[src/shared/ext_bus_pkg.sv]
// constants, types and helpers shared by the external bus block
//
// Overview of operation
// - sixteen-bit data and address buses carry transfers
// - one active-low select per data, program, I/O space
// - direction output and strobe time each transfer
// - sixteen input and sixteen output word ports
// - port access two cycles, one when repeated
// - internal access: data bus released, controls high
// - slow device holds completion low on ready
// - all on-chip accesses run without wait states
// - program internal: port in two, out one
// - internal data never blocks external program fetches; here a fetch waits out an internal data cycle
// - external data read at least two cycles
// - external write one cycle, two if program external
// - four quarters; primary clock rises at third quarter
// - branch-on-test taken only while test input low
// - test input sampled at end of fourth quarter
// - flag set, cleared by instruction; reset sets high
package ext_bus_pkg;

  localparam int BUS_WIDTH = 16;
  localparam int PORT_BITS = 4;
  localparam int QUARTERS = 4;
  localparam int WAIT_WIDTH = 8;

  localparam logic [15:0] ADDR_RESET = 16'h0000;
  localparam logic [15:0] DATA_RESET = 16'h0000;
  localparam logic [11:0] PORT_ADDR_PAD = 12'h000;
  localparam logic [1:0] ONE_CYCLE = 2'h0;
  localparam logic [1:0] TWO_CYCLES = 2'h1;
  localparam logic FLAG_RESET = 1'b1;

  typedef enum logic [1:0] {Q1, Q2, Q3, Q4} phase_type;

  typedef enum logic [2:0] {
    PROG_FETCH,
    DATA_READ,
    DATA_WRITE,
    PORT_IN,
    PORT_OUT
  } access_type;

  typedef enum logic {BUS_IDLE, BUS_ACTIVE} bus_state_type;

  // quarter that follows the given one
  function automatic phase_type next_quarter(input phase_type q);
    phase_type r;
    r = Q1;
    unique case (q)
      Q1: r = Q2;
      Q2: r = Q3;
      Q3: r = Q4;
      Q4: r = Q1;
    endcase
    return r;
  endfunction : next_quarter

  // machine cycles minus one that an external access occupies before waits
  function automatic logic [1:0] access_cost(input access_type k, input logic rpt, input logic prog_ext);
    logic [1:0] c;
    c = ONE_CYCLE;
    unique case (k)
      PROG_FETCH: c = ONE_CYCLE;
      DATA_READ: c = TWO_CYCLES;
      DATA_WRITE: c = prog_ext ? TWO_CYCLES : ONE_CYCLE;
      PORT_IN: c = rpt ? ONE_CYCLE : TWO_CYCLES;
      PORT_OUT: c = (rpt || !prog_ext) ? ONE_CYCLE : TWO_CYCLES;
      default: c = ONE_CYCLE;
    endcase
    return c;
  endfunction : access_cost

endpackage : ext_bus_pkg

[src/shared/phase_if.sv]
// quarter-phase timing shared between phase generator and bus unit
`timescale 1ns/1ns
interface phase_if;
  import ext_bus_pkg::*;
  phase_type quarter;
  logic last_quarter;
  modport source (output quarter, output last_quarter);
  modport sink (input quarter, input last_quarter);
endinterface : phase_if

[src/hdl/ext_bus_unit.sv]
// external memory and port bus unit with clock outputs, test input and flag pin
`timescale 1ns/1ns
module ext_bus_unit
  import ext_bus_pkg::*;
(
  input wire logic mclk_i,
  input wire logic arst_n_i,
  // core request side
  input wire logic req_valid_i,
  input wire access_type req_kind_i,
  input wire logic [15:0] req_addr_i,
  input wire logic [15:0] req_wdata_i,
  input wire logic req_external_i,
  input wire logic req_repeat_i,
  input wire logic prog_external_i,
  input wire logic set_flag_instr_i,
  input wire logic clear_flag_instr_i,
  input wire logic branch_on_test_low_instr_i,
  output logic req_ready_o,
  output logic done_o,
  output logic [15:0] rdata_o,
  output logic branch_taken_o,
  // external pins
  output logic [15:0] addr_o,
  input wire logic [15:0] data_i,
  output logic [15:0] data_o,
  output logic data_oe_o,
  output logic data_space_select_n_o,
  output logic program_space_select_n_o,
  output logic io_space_select_n_o,
  output logic rw_o,
  output logic transfer_strobe_n_o,
  input wire logic ready_i,
  output logic clock_out_primary_o,
  output logic clock_out_secondary_o,
  input wire logic branch_test_input_n_i,
  output logic external_flag_output_o
);

  ////////////////////////////////////////////////////////////////////////////
  // phase generator

  phase_if ph ();

  quarter_phase_gen u_phase (
    .mclk_i(mclk_i),
    .arst_n_i(arst_n_i),
    .ph(ph.source)
  );

  ////////////////////////////////////////////////////////////////////////////
  // state

  typedef struct packed {
    bus_state_type state;
    access_type kind;
    logic [15:0] addr;
    logic [15:0] wdata;
    logic ext;
    logic [1:0] cycles_left;
    logic waiting;
    logic test_low;
    // registered pin and core outputs
    logic [15:0] addr_pin;
    logic [15:0] data_pin;
    logic data_oe;
    logic ds_n;
    logic ps_n;
    logic is_n;
    logic rw;
    logic strobe_n;
    logic ck1;
    logic ck2;
    logic flag;
    logic branch_taken;
    logic req_ready;
    logic done;
    logic [15:0] rdata;
  } unit_state_type;

  unit_state_type cur;
  unit_state_type next_cur;
  phase_type nq;
  logic drive;
  logic is_write;

  ////////////////////////////////////////////////////////////////////////////
  // next-state logic

  always_comb begin
    next_cur = cur;
    nq = next_quarter(ph.quarter);
    next_cur.done = 1'b0;
    next_cur.branch_taken = 1'b0;

    // request taken only at the last quarter so the access starts on Q1
    if (cur.state == BUS_IDLE) begin
      if (req_valid_i && ph.last_quarter) begin
        next_cur.state = BUS_ACTIVE;
        next_cur.kind = req_kind_i;
        next_cur.wdata = req_wdata_i;
        next_cur.waiting = 1'b0;
        // ports live only on the external bus, one word each
        if (req_kind_i == PORT_IN || req_kind_i == PORT_OUT) begin
          next_cur.ext = 1'b1;
          next_cur.addr = {PORT_ADDR_PAD, req_addr_i[PORT_BITS-1:0]};
        end else begin
          next_cur.ext = req_external_i;
          next_cur.addr = req_addr_i;
        end
        // on-chip work costs one machine cycle and never waits
        if ((req_kind_i == PORT_IN || req_kind_i == PORT_OUT) || req_external_i) begin
          next_cur.cycles_left = access_cost(req_kind_i, req_repeat_i, prog_external_i);
        end else begin
          next_cur.cycles_left = ONE_CYCLE;
        end
      end
    end else if (ph.last_quarter) begin
      // machine-cycle boundary: count down, stretch, or finish
      if (cur.cycles_left != ONE_CYCLE) begin
        next_cur.cycles_left = cur.cycles_left - 2'h1;
      end else if (cur.ext && !ready_i) begin
        next_cur.waiting = 1'b1;
      end else begin
        next_cur.state = BUS_IDLE;
        next_cur.done = 1'b1;
        next_cur.waiting = 1'b0;
        if (cur.ext && (cur.kind == PROG_FETCH || cur.kind == DATA_READ || cur.kind == PORT_IN)) begin
          next_cur.rdata = data_i;
        end
      end
    end

    // test input caught at the end of the fourth quarter
    if (ph.quarter == Q4) begin
      next_cur.test_low = !branch_test_input_n_i;
    end
    if (branch_on_test_low_instr_i) begin
      next_cur.branch_taken = cur.test_low;
    end

    // flag pin; a set in the same cycle as a clear wins
    if (set_flag_instr_i) begin
      next_cur.flag = 1'b1;
    end else if (clear_flag_instr_i) begin
      next_cur.flag = 1'b0;
    end

    // pin values for the coming cycle
    drive = (next_cur.state == BUS_ACTIVE) && next_cur.ext;
    is_write = (next_cur.kind == DATA_WRITE) || (next_cur.kind == PORT_OUT);
    next_cur.addr_pin = drive ? next_cur.addr : cur.addr_pin;
    next_cur.data_pin = (drive && is_write) ? next_cur.wdata : cur.data_pin;
    next_cur.data_oe = drive && is_write;
    next_cur.ds_n = !(drive && (next_cur.kind == DATA_READ || next_cur.kind == DATA_WRITE));
    next_cur.ps_n = !(drive && next_cur.kind == PROG_FETCH);
    next_cur.is_n = !(drive && (next_cur.kind == PORT_IN || next_cur.kind == PORT_OUT));
    next_cur.rw = !(drive && is_write);
    // strobe in the final machine cycle from Q2, unbroken across waits
    next_cur.strobe_n = !(drive && next_cur.cycles_left == ONE_CYCLE && (nq != Q1 || next_cur.waiting));
    // primary high in Q3,Q4; secondary high in Q2,Q3
    next_cur.ck1 = (nq == Q3) || (nq == Q4);
    next_cur.ck2 = (nq == Q2) || (nq == Q3);
    next_cur.req_ready = (next_cur.state == BUS_IDLE) && (nq == Q4);
  end

  ////////////////////////////////////////////////////////////////////////////
  // state register

  always_ff @(posedge mclk_i or negedge arst_n_i) begin
    if (!arst_n_i) begin
      cur.state <= BUS_IDLE;
      cur.kind <= PROG_FETCH;
      cur.addr <= ADDR_RESET;
      cur.wdata <= DATA_RESET;
      cur.ext <= 1'b0;
      cur.cycles_left <= ONE_CYCLE;
      cur.waiting <= 1'b0;
      cur.test_low <= 1'b0;
      cur.addr_pin <= ADDR_RESET;
      cur.data_pin <= DATA_RESET;
      cur.data_oe <= 1'b0;
      cur.ds_n <= 1'b1;
      cur.ps_n <= 1'b1;
      cur.is_n <= 1'b1;
      cur.rw <= 1'b1;
      cur.strobe_n <= 1'b1;
      cur.ck1 <= 1'b0;
      cur.ck2 <= 1'b0;
      cur.flag <= FLAG_RESET;
      cur.branch_taken <= 1'b0;
      cur.req_ready <= 1'b0;
      cur.done <= 1'b0;
      cur.rdata <= DATA_RESET;
    end else begin
      cur <= next_cur;
    end
  end

  // outputs straight from the state register
  assign addr_o = cur.addr_pin;
  assign data_o = cur.data_pin;
  assign data_oe_o = cur.data_oe;
  assign data_space_select_n_o = cur.ds_n;
  assign program_space_select_n_o = cur.ps_n;
  assign io_space_select_n_o = cur.is_n;
  assign rw_o = cur.rw;
  assign transfer_strobe_n_o = cur.strobe_n;
  assign clock_out_primary_o = cur.ck1;
  assign clock_out_secondary_o = cur.ck2;
  assign external_flag_output_o = cur.flag;
  assign branch_taken_o = cur.branch_taken;
  assign req_ready_o = cur.req_ready;
  assign done_o = cur.done;
  assign rdata_o = cur.rdata;

  ////////////////////////////////////////////////////////////////////////////
  // checking helpers: access length and wait count

  logic [7:0] acc_len;
  logic [WAIT_WIDTH-1:0] wait_cnt;
  logic acc_repeat;
  logic acc_prog_ext;

  // length counts from the first active cycle through the last active cycle
  always_ff @(posedge mclk_i or negedge arst_n_i) begin
    if (!arst_n_i) begin
      acc_len <= 8'h00;
      wait_cnt <= '0;
      acc_repeat <= 1'b0;
      acc_prog_ext <= 1'b0;
    end else if (cur.state == BUS_IDLE && next_cur.state == BUS_ACTIVE) begin
      acc_len <= 8'h00;
      wait_cnt <= '0;
      acc_repeat <= req_repeat_i;
      acc_prog_ext <= prog_external_i;
    end else if (cur.state == BUS_ACTIVE) begin
      acc_len <= acc_len + 8'h01;
      if (next_cur.waiting && !cur.waiting) begin
        wait_cnt <= wait_cnt + 8'h01;
      end else if (cur.waiting && ph.quarter == Q4 && next_cur.waiting) begin
        wait_cnt <= wait_cnt + 8'h01;
      end
    end
  end
endmodule : ext_bus_unit

[src/hdl/quarter_phase_gen.sv]
// four-phase machine-cycle generator
`timescale 1ns/1ns
module quarter_phase_gen
  import ext_bus_pkg::*;
(
  input wire logic mclk_i,
  input wire logic arst_n_i,
  phase_if.source ph
);

  typedef struct packed {
    phase_type quarter;
    logic last_quarter;
  } gen_state_type;

  gen_state_type cur;
  gen_state_type next_cur;

  // each input clock advances one quarter
  always_comb begin
    next_cur.quarter = next_quarter(cur.quarter);
    next_cur.last_quarter = (next_quarter(cur.quarter) == Q4);
  end

  // register the quarter
  always_ff @(posedge mclk_i or negedge arst_n_i) begin
    if (!arst_n_i) begin
      cur.quarter <= Q1;
      cur.last_quarter <= 1'b0;
    end else begin
      cur <= next_cur;
    end
  end

  assign ph.quarter = cur.quarter;
  assign ph.last_quarter = cur.last_quarter;

endmodule : quarter_phase_gen

[config.mk]
export PLATFORM = sky130hd
export DESIGN_NAME = ext_bus_unit
export DESIGN_NICKNAME = d
export VERILOG_FILES = /design/src/shared/ext_bus_pkg.sv /design/src/shared/phase_if.sv /design/src/hdl/ext_bus_unit.sv /design/src/hdl/quarter_phase_gen.sv
export SDC_FILE = /design/constraint.sdc
export NUM_CORES = 1
export LEC_CHECK = 0
export ABC_AREA = 1
export BUFFER_PORTS_ARGS = -buffer_cell sky130_fd_sc_hd__buf_2
export CAP_MARGIN = 25
export CORE_MARGIN = 10
export CORE_UTILIZATION = 40
export CTS_CLUSTER_DIAMETER = 60
export CTS_CLUSTER_SIZE = 10
export DETAILED_ROUTE_END_ITERATION = 10
export SLEW_MARGIN = 10
export SYNTH_ARGS = -nofsm -noshare
export SYNTH_HDL_FRONTEND = slang
export SYNTH_SLANG_ARGS = --single-unit
[constraint.sdc]
create_clock -name mclk_i -period 1.94 [get_ports mclk_i]
set_input_delay 0.291 -clock mclk_i [delete_from_list [all_inputs] [get_ports mclk_i]]
set_output_delay 0.291 -clock mclk_i [all_outputs]
set_load 0.05 [all_outputs]
### After elaboration in Yosys (flattened, before gate mapping)

Index checks and enable logic that the tools add are counted.
W data, S select, Z words.

| word-level totals | value |
|---|---|
| word-level logic and storage cells | 109 |
| register bits after elaboration | 104 |
| output and inout port bits | 60 |

| operators by class | value |
|---|---|
| mux-type cells | 26 |
| reduce and logical (&&, ||, !) cells | 38 |
| $add $sub $neg | 1 |
| equal/unequal tests | 16 |
| bitwise logic cells | 3 |

Operators by type and width:

| kind | number |
|---|---|
| $mux W17 | 4 |
| $mux W40 | 1 |
| $mux W36 | 1 |
| $mux W16 | 2 |
| $eq A3 B2 Y1 const B | 5 |
| $mux W1 | 12 |
| $logic_and A1 B1 Y1 | 11 |
| $logic_or A1 B1 Y1 | 11 |
| $eq A3 B1 Y1 const B | 3 |
| $eq A2 B2 Y1 const B | 4 |
| $logic_not A1 Y1 | 8 |
| $pmux W2 S4 | 1 |
| $eq A3 B3 Y1 const B | 2 |
| $logic_not A3 Y1 | 2 |
| $mux W3 | 2 |
| $reduce_bool A2 Y1 | 3 |
| $reduce_and A5 Y1 | 1 |
| $eq A2 B1 Y1 const B | 2 |
| $logic_not A2 Y1 | 2 |
| $mux W2 | 2 |
| $pmux W1 S4 | 1 |
| $not A1 Y1 | 3 |
| $sub A2 B1 Y2 const B | 1 |

### Longest topological paths before layout

Gate-level depths: netlist of the first run.

| logic depth | value |
|---|---|
| word-level depth | 11 |
| gate-level depth with buffers | 12 |
| depth with buffers taken out | 10 |

### By module

Synthesis of the first run repeated with hierarchy kept, for this count alone.

| second synthesis, totals | value |
|---|---|
| cells, all modules | 517 |
| area total of the unflattened synthesis | 4601.9 µm² |

By module, submodules not included:

| module | cells each | times used | area an instance (µm²) | sequential area each (µm²) |
|---|---|---|---|---|
| ext_bus_unit | 507 | 1 | 4483.0 | 2534.9 |
| quarter_phase_gen | 10 | 1 | 118.9 | 75.1 |

### Worst setup path before layout of the first run

No wires, ideal clock.

| path | value |
|---|---|
| kind | reg2reg |
| start point | register u_phase.ph.last_quarter (netlist name) |
| end point | register cur (netlist bit data_o[10]) |
| setup time | 123 ps |
| clock period less this slack | 1553 ps |
| path slack | 387 ps |
| path buffers | 1 |
| stages on the path, launching flop included | 11 |
| data arrival time | 1430 ps |
| data required time | 1817 ps |
| cells stage by stage | dfrtp_1 nand2_2 nor2_4 nand2_1 nand2_2 nand2_1 nand2_2 nand2_4 buf_2 o21ai_0 nand2_1 |

| on the way | value |
|---|---|
| cells in the longest elaborated chain, start to end | 6 |

Ends and longest elaborated chain:

| item | line | source |
|---|---|---|
| $logic_and A1 B1 Y1 | ext_bus_unit.sv:98 | `if (req_valid_i && ph.last_quarter) begin` |
| $mux W40 | ext_bus_unit.sv:98 |  |
| $mux W36 | ext_bus_unit.sv:97 | `if (cur.state == BUS_IDLE) begin` |
| $eq A3 B2 Y1 / $eq A3 B3 Y1 (equally long branches) | ext_bus_unit.sv:151 | `is_write = (next_cur.kind == DATA_WRITE) \|\| (next_cur.kind == PORT_OUT);` |
| $logic_or A1 B1 Y1 | ext_bus_unit.sv:151 |  |
| $logic_and A1 B1 Y1 | ext_bus_unit.sv:153 | `next_cur.data_pin = (drive && is_write) ? next_cur.wdata : cur.data_pin;` |
| end signal: assignment | ext_bus_unit.sv:196 | `cur <= next_cur;` |
| end: declaration | ext_bus_unit.sv:81 | `unit_state_type cur;` |

Several ways; a longest one is shown, not always the timed one.
A chain may end at the register's enable or synchronous reset.

### Worst setup path in the final report of the first run

| path | value |
|---|---|
| start point | register u_phase.ph.last_quarter (netlist name) |
| end point | register cur (netlist bit data_o[9]) |

| on the way | value |
|---|---|
| cells in the longest elaborated chain, start to end | 6 |

Ends and longest elaborated chain:

| item | line |
|---|---|
| $logic_and A1 B1 Y1 | ext_bus_unit.sv:98 |
| $mux W40 | ext_bus_unit.sv:98 |
| $mux W36 | ext_bus_unit.sv:97 |
| $eq A3 B2 Y1 / $eq A3 B3 Y1 (equally long branches) | ext_bus_unit.sv:151 |
| $logic_or A1 B1 Y1 | ext_bus_unit.sv:151 |
| $logic_and A1 B1 Y1 | ext_bus_unit.sv:153 |

Several ways; a longest one is shown, not always the timed one.

==> results of run 1 <==
-- routing by layer --
metal  share of wire [%]  vias up
met1                  46     1561
met3                 9.1       14
li1                    -     1676
met5                   0        -
met4                 1.1        0
met2                  44      122
-- what timing repair did --
item	CTS	global route
hold buffers	1	0
hold endpoints to repair	37	0
gates resized for setup	0	6
endpoints found under the setup margin	0	36
buffers inserted	0	5
-- kinds of logic (layout without fill, tap and decap cells) --
family / Yosys count / after routing / synth area share, %
buffers and inverters: 108 / 196 / 13.5
AOI/OAI and AO/OA: 54 / 54 / 6.12
xor gates and xnor gates: 1 / 1 / 0.195
adders and majority gates: 4 / 4 / 1.11
and+or+nand+nor: 238 / 238 / 21.5
DFF: 103 / 103 / 57.5
-- critical path, stage by stage (launching register included) --
cell,delay (ns)
dfrtp_2,0.45
nand2_2,0.11
nor2_4,0.20
nand2_1,0.10
nand2_2,0.09
nand2_1,0.05
nand2_1,0.15
nand2_8,0.12
nor2_8,0.13
clkbuf_4,0.21
nand2_1,0.07
nand2_1,0.06
-- sequential cells by signal, summed over array words and instances, names as in the netlist, 16 cells and up --
name	count
rdata_o	16
cur	41
data_o	16
addr_o	16
-- synth_stat cells (all sizes together) --
cell    instances
a21oi           4
buf            55
clkbuf         10
dfrtp          97
dfstp           6
ha              4
inv            43
nand2         213
nand3          12
nand3b          1
nand4           2
nor2           10
o211ai          1
o21ai          48
o21bai          1
xnor2           1
-- area by class of cell --
class / count / area share [%]
sequential: 103 / 49.1
timing repair buffer: 137 / 14.1
clock inverter: 6 / 0.972
tap: 140 / 3.32
clock buffer: 10 / 4.53
multi-input combinational: 297 / 25.0
inverter: 43 / 3.06
-- through the flow --
step | cells | util (%) | setup slack [ns]
after floorplan | 508 | - | 0.387
after global placement | 714 | 45.0 | 0.181
after detailed placement | 714 | 45.0 | 0.0953
after CTS | 731 | 47.7 | 0.0762
after global routing | 736 | 48.2 | -0.00563
final | 736 | 48.2 | 0.129
-- power breakdown --
part / switching (uW) / total [uW] / internal, uW
Clock: 800 / 1720 / 924
Combinational: 2810 / 3670 / 857
Sequential: 382 / 3370 / 2980
-- layout by cell type, fill, tap and decap left out, types with 2 or more instances in the layout --
cell type	netlist	layout
o21ai_0	44	43
dfstp_2	6	6
nand2_2	3	3
nand4_1	2	2
buf_4	50	14
inv_1	41	41
o21ai_1	4	4
nand2_1	208	208
dfrtp_2	0	2
ha_1	4	4
clkbuf_16	0	9
nand3_1	11	11
nor2_1	8	7
a21oi_1	4	4
clkinv_4	0	3
buf_2	4	120
dfrtp_1	97	95
inv_2	2	2
-- final timing paths --
check	startpoint	to	slack [ns]	depth (start not counted)
max	u_phase.ph.last_quarter	data_o[9]	0.13	11
min	clear_flag_instr_i	external_flag_output_o	0.1	2
max reg2reg	u_phase.ph.last_quarter	data_o[9]	0.13	11
min reg2reg	external_flag_output_o	external_flag_output_o	0.46	2
max in group asynchronous	arst_n_i	program_space_select_n_o	0.73	3
min in group asynchronous	arst_n_i	cur[92]	0.52	2
==> impl_metrics.toml, run 1 <==
[global_route]
antenna_found_initial = 0
grtUsageMet1_pct = 16.6
grt_util_met2_pct = 19.5
grt_pass1_vias = 3430
grt_overflow_total = 0
grt-busiest-layer = "met2"
grtUsageTotal_pct = 13.0
grt_max_degree = 42
use_met3_pct = 5.54
grt_first_pass_wirelength_um = 17200

[sta]
hold_viol = 0
slew_violations = 0
period_minus_slack_ns = 1.81
whs_ns = 0.0964
post-route-period-util_pct = 93.4
clock_skew_ns = 0.0112
tightestPinTransition_ns = 0.550
fmax_mhz = 552
slew_headroom_pct = 63.4
tns_ns = 0
finalSetupViolations = 0

[finish]
drive_gt1_share_pct = 28.9
seq_area_um2 = 2590
antenna_cells = 0
finalInstanceArea_um2 = 5280
fill_cells = 1063
nNetsFinal = 657
multi_input_area_um2 = 1320
syn_to_final_growth_pct = 17.4

[min_path]
hp-class = "input port to flop"

[drt]
routed_wl_um = 10800
drc = 0
wire_per_inst_um = 14.6
drtIter0Drc = 334
ant_nets = 0
dr.pass1.iters = 5
vias = 3373
viasPerCell = 4.58

[floorplanning]
start_util_pct = 41.1
die_area_um2 = 15900
core_um2 = 10900
dieHeight_um = 126
die_width_um = 126
rows = 38
io_pins = 122

[synth]
syn-num-nets = 574
netlist_instances = 508
ys_ff_latch = 103
ys_seq_area_share_pct = 57.5
yosysTopAreaCell = "dfrtp_1"
yosysWarnings = 0
synth_area_per_cell_um2 = 8.85
synthTopCellsByArea = "dfrtp_1, nand2_1, buf_4"
netlist_area_um2 = 4490
yosysUniqueCellTypes = 26
yosysTopAreaCellShare_pct = 54.0

[cts]
cts_tree = "yes"
h-tree-depth = 3
path_clk_slew_ns = 0.07
cts_made_buffers = 9
cts_sinks = 103
cts.path.max_buffers = 2
clk_latency_ns = 0.34
clockRootBuffer = "clkbuf_16"

[status]
status = "finished clean"

[placement]
placement.io_buffers = 121
post-dp-hpwl_um = 7800
routabilityCongestion = 0.863
dpl-instance-area_um2 = 4920

[critical_path]
crit_path_max_fanout = 17
critPathRequiredTime_ns = 2.22
critPathCaptureType = "flop"
startpoint_type = "flop"
critPathKind = "flop to flop"
arrival_ns = 2.09

[power_and_ir_drop]
power_density_nw_per_um2 = 1660
leakagePower_uw = 0.00299
power.total_uw = 8760
peakVddDrop_uv = 817

[job]
max_cap_violations = 0
Note: power is estimated with default switching activity, not from simulation.
==> run 2, diff against run 1 <==
--- a/config.mk
+++ b/config.mk
@@ -10,3 +10,3 @@
 export CAP_MARGIN = 25
-export CORE_MARGIN = 10
+export CORE_MARGIN = 1.5
 export CORE_UTILIZATION = 40
==> constraint.sdc (replaced) <==
create_clock -name mclk_i -period 1.94 [get_ports mclk_i]
set_input_delay 0.388 -clock mclk_i [delete_from_list [all_inputs] [get_ports mclk_i]]
set_output_delay 0.388 -clock mclk_i [all_outputs]
set_load 0.05 [all_outputs]
==> impl_metrics.toml, run 2 (synthesized netlist as in run 1, its figures left out) <==
[global_route]
antenna_found_initial = 0
grt_max_degree = 44
grt_pass1_vias = 3358
grtUsageTotal_pct = 17.0
grt_overflow_total = 0
grt_first_pass_wirelength_um = 15500

[finish]
layout_common_cells = "nand2_1, buf_2, dfrtp_1"
antenna_cells = 0
drive_gt1_share_pct = 27.8
finalInstanceArea_um2 = 5230
nNetsFinal = 651
final_common_cell = "nand2_1"
largest_reg_flops = 41
syn_to_final_growth_pct = 16.4
finalNonFillerCells = 730
fill_cells = 1089
regMostFlops = "cur"

[critical_path]
rrSetupSlack_ns = 0.18
crit_chain = "nand3_1 > nor2_2 > nor2_1 > nand2_4 > inv_2 > nand2_1 > nand2_1"
slowest_stage = "dfrtp_2"
cpPeakStageDelay_ns = 0.47
reg2regPathDepth = 7
critPathCaptureType = "flop"
startpoint_type = "flop"
critPathKind = "flop to flop"
arrival_ns = 2.06
critPathRequiredTime_ns = 2.25
crit_path_max_fanout = 21
path_common_cell = "nand2_1"

[min_path]
hp-class = "input port to flop"
hold_path_depth = 2

[floorplanning]
dieHeight_um = 109
io_pins = 122
core_um2 = 10900
start_util_pct = 41.3
die_width_um = 109
rows = 38
die_area_um2 = 11900

[cts]
cts_tree = "yes"
cts_made_buffers = 9
path_clk_slew_ns = 0.09
cts_sinks = 103
clockRootBuffer = "clkbuf_8"
cts.path.max_buffers = 2
h-tree-depth = 3
postCtsSetupBuffers = 0
clk_latency_ns = 0.36

[sta]
slew_violations = 0
slew_headroom_pct = 70.3
clock_skew_ns = 0.00747
finalSetupViolations = 0
tightestPinTransition_ns = 0.445
tns_ns = 0
period_minus_slack_ns = 1.76
post-route-period-util_pct = 90.5
hold_viol = 0
rsz0062_at_grt = "false"
fmax_mhz = 570
whs_ns = 0.161

[drt]
drc = 0
viasPerCell = 4.58
routed_wl_um = 9630
vias = 3345
dr.pass1.iters = 4
ant_nets = 0
wire_per_inst_um = 13.2
drtIter0Drc = 139

[power_and_ir_drop]
power.total_uw = 8780
peakVddDrop_uv = 785
power_density_nw_per_um2 = 1680
leakagePower_uw = 0.00296

[placement]
placement.io_buffers = 121
dpl-instance-area_um2 = 4920
dp.cells = 713
routabilityCongestion = 0.807
post-dp-hpwl_um = 6830

[job]
max_cap_violations = 0

[status]
status = "finished clean"
-- run 2: where the power goes --
group / total, uW / switching, uW / internal [uW]
clock: 1870 / 717 / 1150
combinational: 3560 / 2740 / 819
sequential: 3350 / 368 / 2980
-- run 2: worst paths after layout --
check / startpoint / endpoint
worst max-delay path: u_phase.ph.last_quarter / addr_o[15]
worst min-delay path: clear_flag_instr_i / external_flag_output_o
worst max register to register: u_phase.ph.last_quarter / addr_o[15]
worst min register to register: external_flag_output_o / external_flag_output_o
max in group asynchronous: arst_n_i / transfer_strobe_n_o
min in group asynchronous: arst_n_i / cur[91]
-- run 2: layer usage --
metal  vias to the layer above  wire length (um)  global-route usage [%]
met2                        95              4560                    28.1
met3                        11               563                    3.29
li1                       1661                 -                       -
met1                      1578              4380                    21.8
met5                         -                 0                       0
met4                         0               132                    7.05
-- run 2: metrics by stage --
stage	util [%]	worst slack, ns
2_1_floorplan	-	0.387
3_3_place_gp	45.2	0.135
3_5_place_dp	45.2	0.114
4_1_cts	48.0	0.138
5_1_grt	48.0	0.00631
6_report	48.0	0.185
-- run 2: area by class of cell --
cell class	instances	area, um2	share of cell area (%)
sequential	103	2590	49.4
multi-input combinational	297	1310	24.9
timing repair buffer	131	711	13.6
tap	140	175	3.35
inverter	43	161	3.09
clock inverter	6	155	2.97
clock buffer	10	138	2.63
-- run 2: critical path, delay by kind of cell (launching register included) --
kind	cells	cell delay (ns)
buf+inv	1	0.34
flops	1	0.47
simple gates	6	0.89
-- run 2: what timing repair did --
action | in CTS | in global routing
hold buffers | 1 | 0
endpoints found under the setup margin | 0 | 24
hold endpoints to repair | 25 | 0
gates resized for setup | 0 | 2
==> run 3, diff against run 2 <==
Settings changed: CORE_UTILIZATION 40 to 25, PLACE_DENSITY from default to 0.51.
Clock period 1.94 ns to 1.6 ns, I/O delays scaled along.
==> impl_metrics.toml, run 3 (synthesized netlist as in run 1, its figures left out) <==
[global_route]
grt_pass1_vias = 3503
grt_overflow_total = 0
grt_first_pass_wirelength_um = 17700
antenna_found_initial = 0
grtUsageTotal_pct = 12.3
grt_max_degree = 53

[power_and_ir_drop]
power_density_nw_per_um2 = 2050
power.total_uw = 11900
peakVddDrop_uv = 825
leakagePower_uw = 0.00316

[drt]
drc = 0
drtIter0Drc = 155
routed_wl_um = 11400
dr.pass1.iters = 4
ant_nets = 0
wire_per_inst_um = 13.5
viasPerCell = 4.18
vias = 3520

[cts]
cts.path.max_buffers = 2
clockRootBuffer = "clkbuf_16"
cts_sinks = 103
path_clk_slew_ns = 0.07
cts_made_buffers = 9
clk_latency_ns = 0.35
cts_tree = "yes"
h-tree-depth = 3

[finish]
drive_gt1_share_pct = 34.0
regMostFlops = "cur"
layout_common_cells = "nand2_1, buf_2, dfrtp_1"
nNetsFinal = 679
syn_to_final_growth_pct = 28.5
fill_cells = 1846
final_common_cell = "nand2_1"
largest_reg_flops = 41
antenna_cells = 0

[floorplanning]
die_width_um = 137
io_pins = 122
core_um2 = 17400
dieHeight_um = 137
rows = 48
die_area_um2 = 18800
start_util_pct = 25.8

[placement]
place_ws_ns = -0.0877
placement.io_buffers = 121
routabilityCongestion = 0.844
post-dp-hpwl_um = 7890

[critical_path]
path_buf_inv = 1
crit_family = "simple AND/OR/NAND/NOR gates"
cpPeakStageDelay_ns = 0.48
rrSetupSlack_ns = -0.06
startpoint_type = "flop"
critPathRequiredTime_ns = 1.88
arrival_ns = 1.94
critPathCaptureType = "flop"
crit_chain = "nand3_1 > nor2_2 > nor2_2 > nand2_8 > buf_4 > nor2_4 > nand2_1 > nand2_1"
crit_path_max_fanout = 8
slowest_stage = "dfrtp_2"
critPathKind = "flop to flop"

[status]
status = "finished, violations left"
violations = "setup timing"

[sta]
hold_viol = 0
rsz0062_at_grt = "true"
slew_headroom_pct = 66.7
period_minus_slack_ns = 1.66
slew_violations = 0
fin_ws_ns = -0.0564
finalSetupViolations = 15
tightestPinTransition_ns = 0.498
post-route-period-util_pct = 104
clock_skew_ns = 0.00849
fmax_mhz = 604

[min_path]
hp-class = "input port to flop"

[job]
max_cap_violations = 0
[run 3: changes by cell type in the layout (fill, tap and decap cells not counted), moves of 3 or more]
cell / change
o21ai_0: -29
o21ai_1: +21
buf_4: +18
clkbuf_16: +9
nand2_1: -8
o21ai_2: +8
clkbuf_8: -7
buf_12: +5
nand2_2: +5
bufinv_16: -3
[run 3: area by class of cell]
| class | count | area (um2) | share of cell area [%] |
|---|---|---|---|
| sequential | 103 | 2590 | 44.8 |
| multi-input combinational | 300 | 1430 | 24.8 |
| tap | 225 | 282 | 4.87 |
| clock buffer | 12 | 267 | 4.61 |
| timing repair buffer | 156 | 968 | 16.8 |
| inverter | 43 | 164 | 2.84 |
| clock inverter | 4 | 76.3 | 1.32 |
[run 3: timing repair]
| item | 4_1_cts | 5_1_grt |
|---|---|---|
| gates resized for setup | 14 | 48 |
| hold buffers | 1 | 0 |
| hold endpoints to repair | 97 | 0 |
| endpoints found under the setup margin | 24 | 54 |
| gates cloned | 1 | 2 |
| pin swaps | 1 | 11 |
| setup buffers | 2 | 8 |
[run 3: worst paths after layout]
path,start,end,depth (start not counted)
worst max-delay path,u_phase.ph.last_quarter,data_o[8],8
worst min-delay path,clear_flag_instr_i,external_flag_output_o,2
worst max register to register,u_phase.ph.last_quarter,data_o[8],8
worst min register to register,external_flag_output_o,external_flag_output_o,2
max in group asynchronous,arst_n_i,external_flag_output_o,3
min in group asynchronous,arst_n_i,clock_out_primary_o,3
[run 3: layer usage]
| layer | wire [um] | GRT usage, % | share of wire [%] | up-vias |
|---|---|---|---|---|
| met1 | 5060 | 16.4 | 44 | 1663 |
| met5 | 0 | 0 | 0 | - |
| met3 | 619 | 2.70 | 5.4 | 20 |
| met2 | 5510 | 19.2 | 48 | 107 |
| li1 | - | - | - | 1730 |
| met4 | 225 | 5.20 | 2.0 | 0 |
[run 3: metrics by stage]
stage	setup TNS (ns)	hold WS [ns]	std cells	area (um2)	util (%)
after global placement	-0.0594	0.334	813	5190	29.8
after CTS	-0.0214	0.0925	833	5610	32.2
after detailed placement	-1.14	0.343	813	5190	29.8
after global routing	-2.67	0.112	843	5780	33.2
final	-0.309	0.115	843	5780	33.2
after floorplan	0	0.0244	508	4490	-
[run 3: where the power goes]
| group | internal [uW] | switching, uW |
|---|---|---|
| logic | 1510 | 3760 |
| clock network | 1500 | 978 |
| registers | 3620 | 484 |
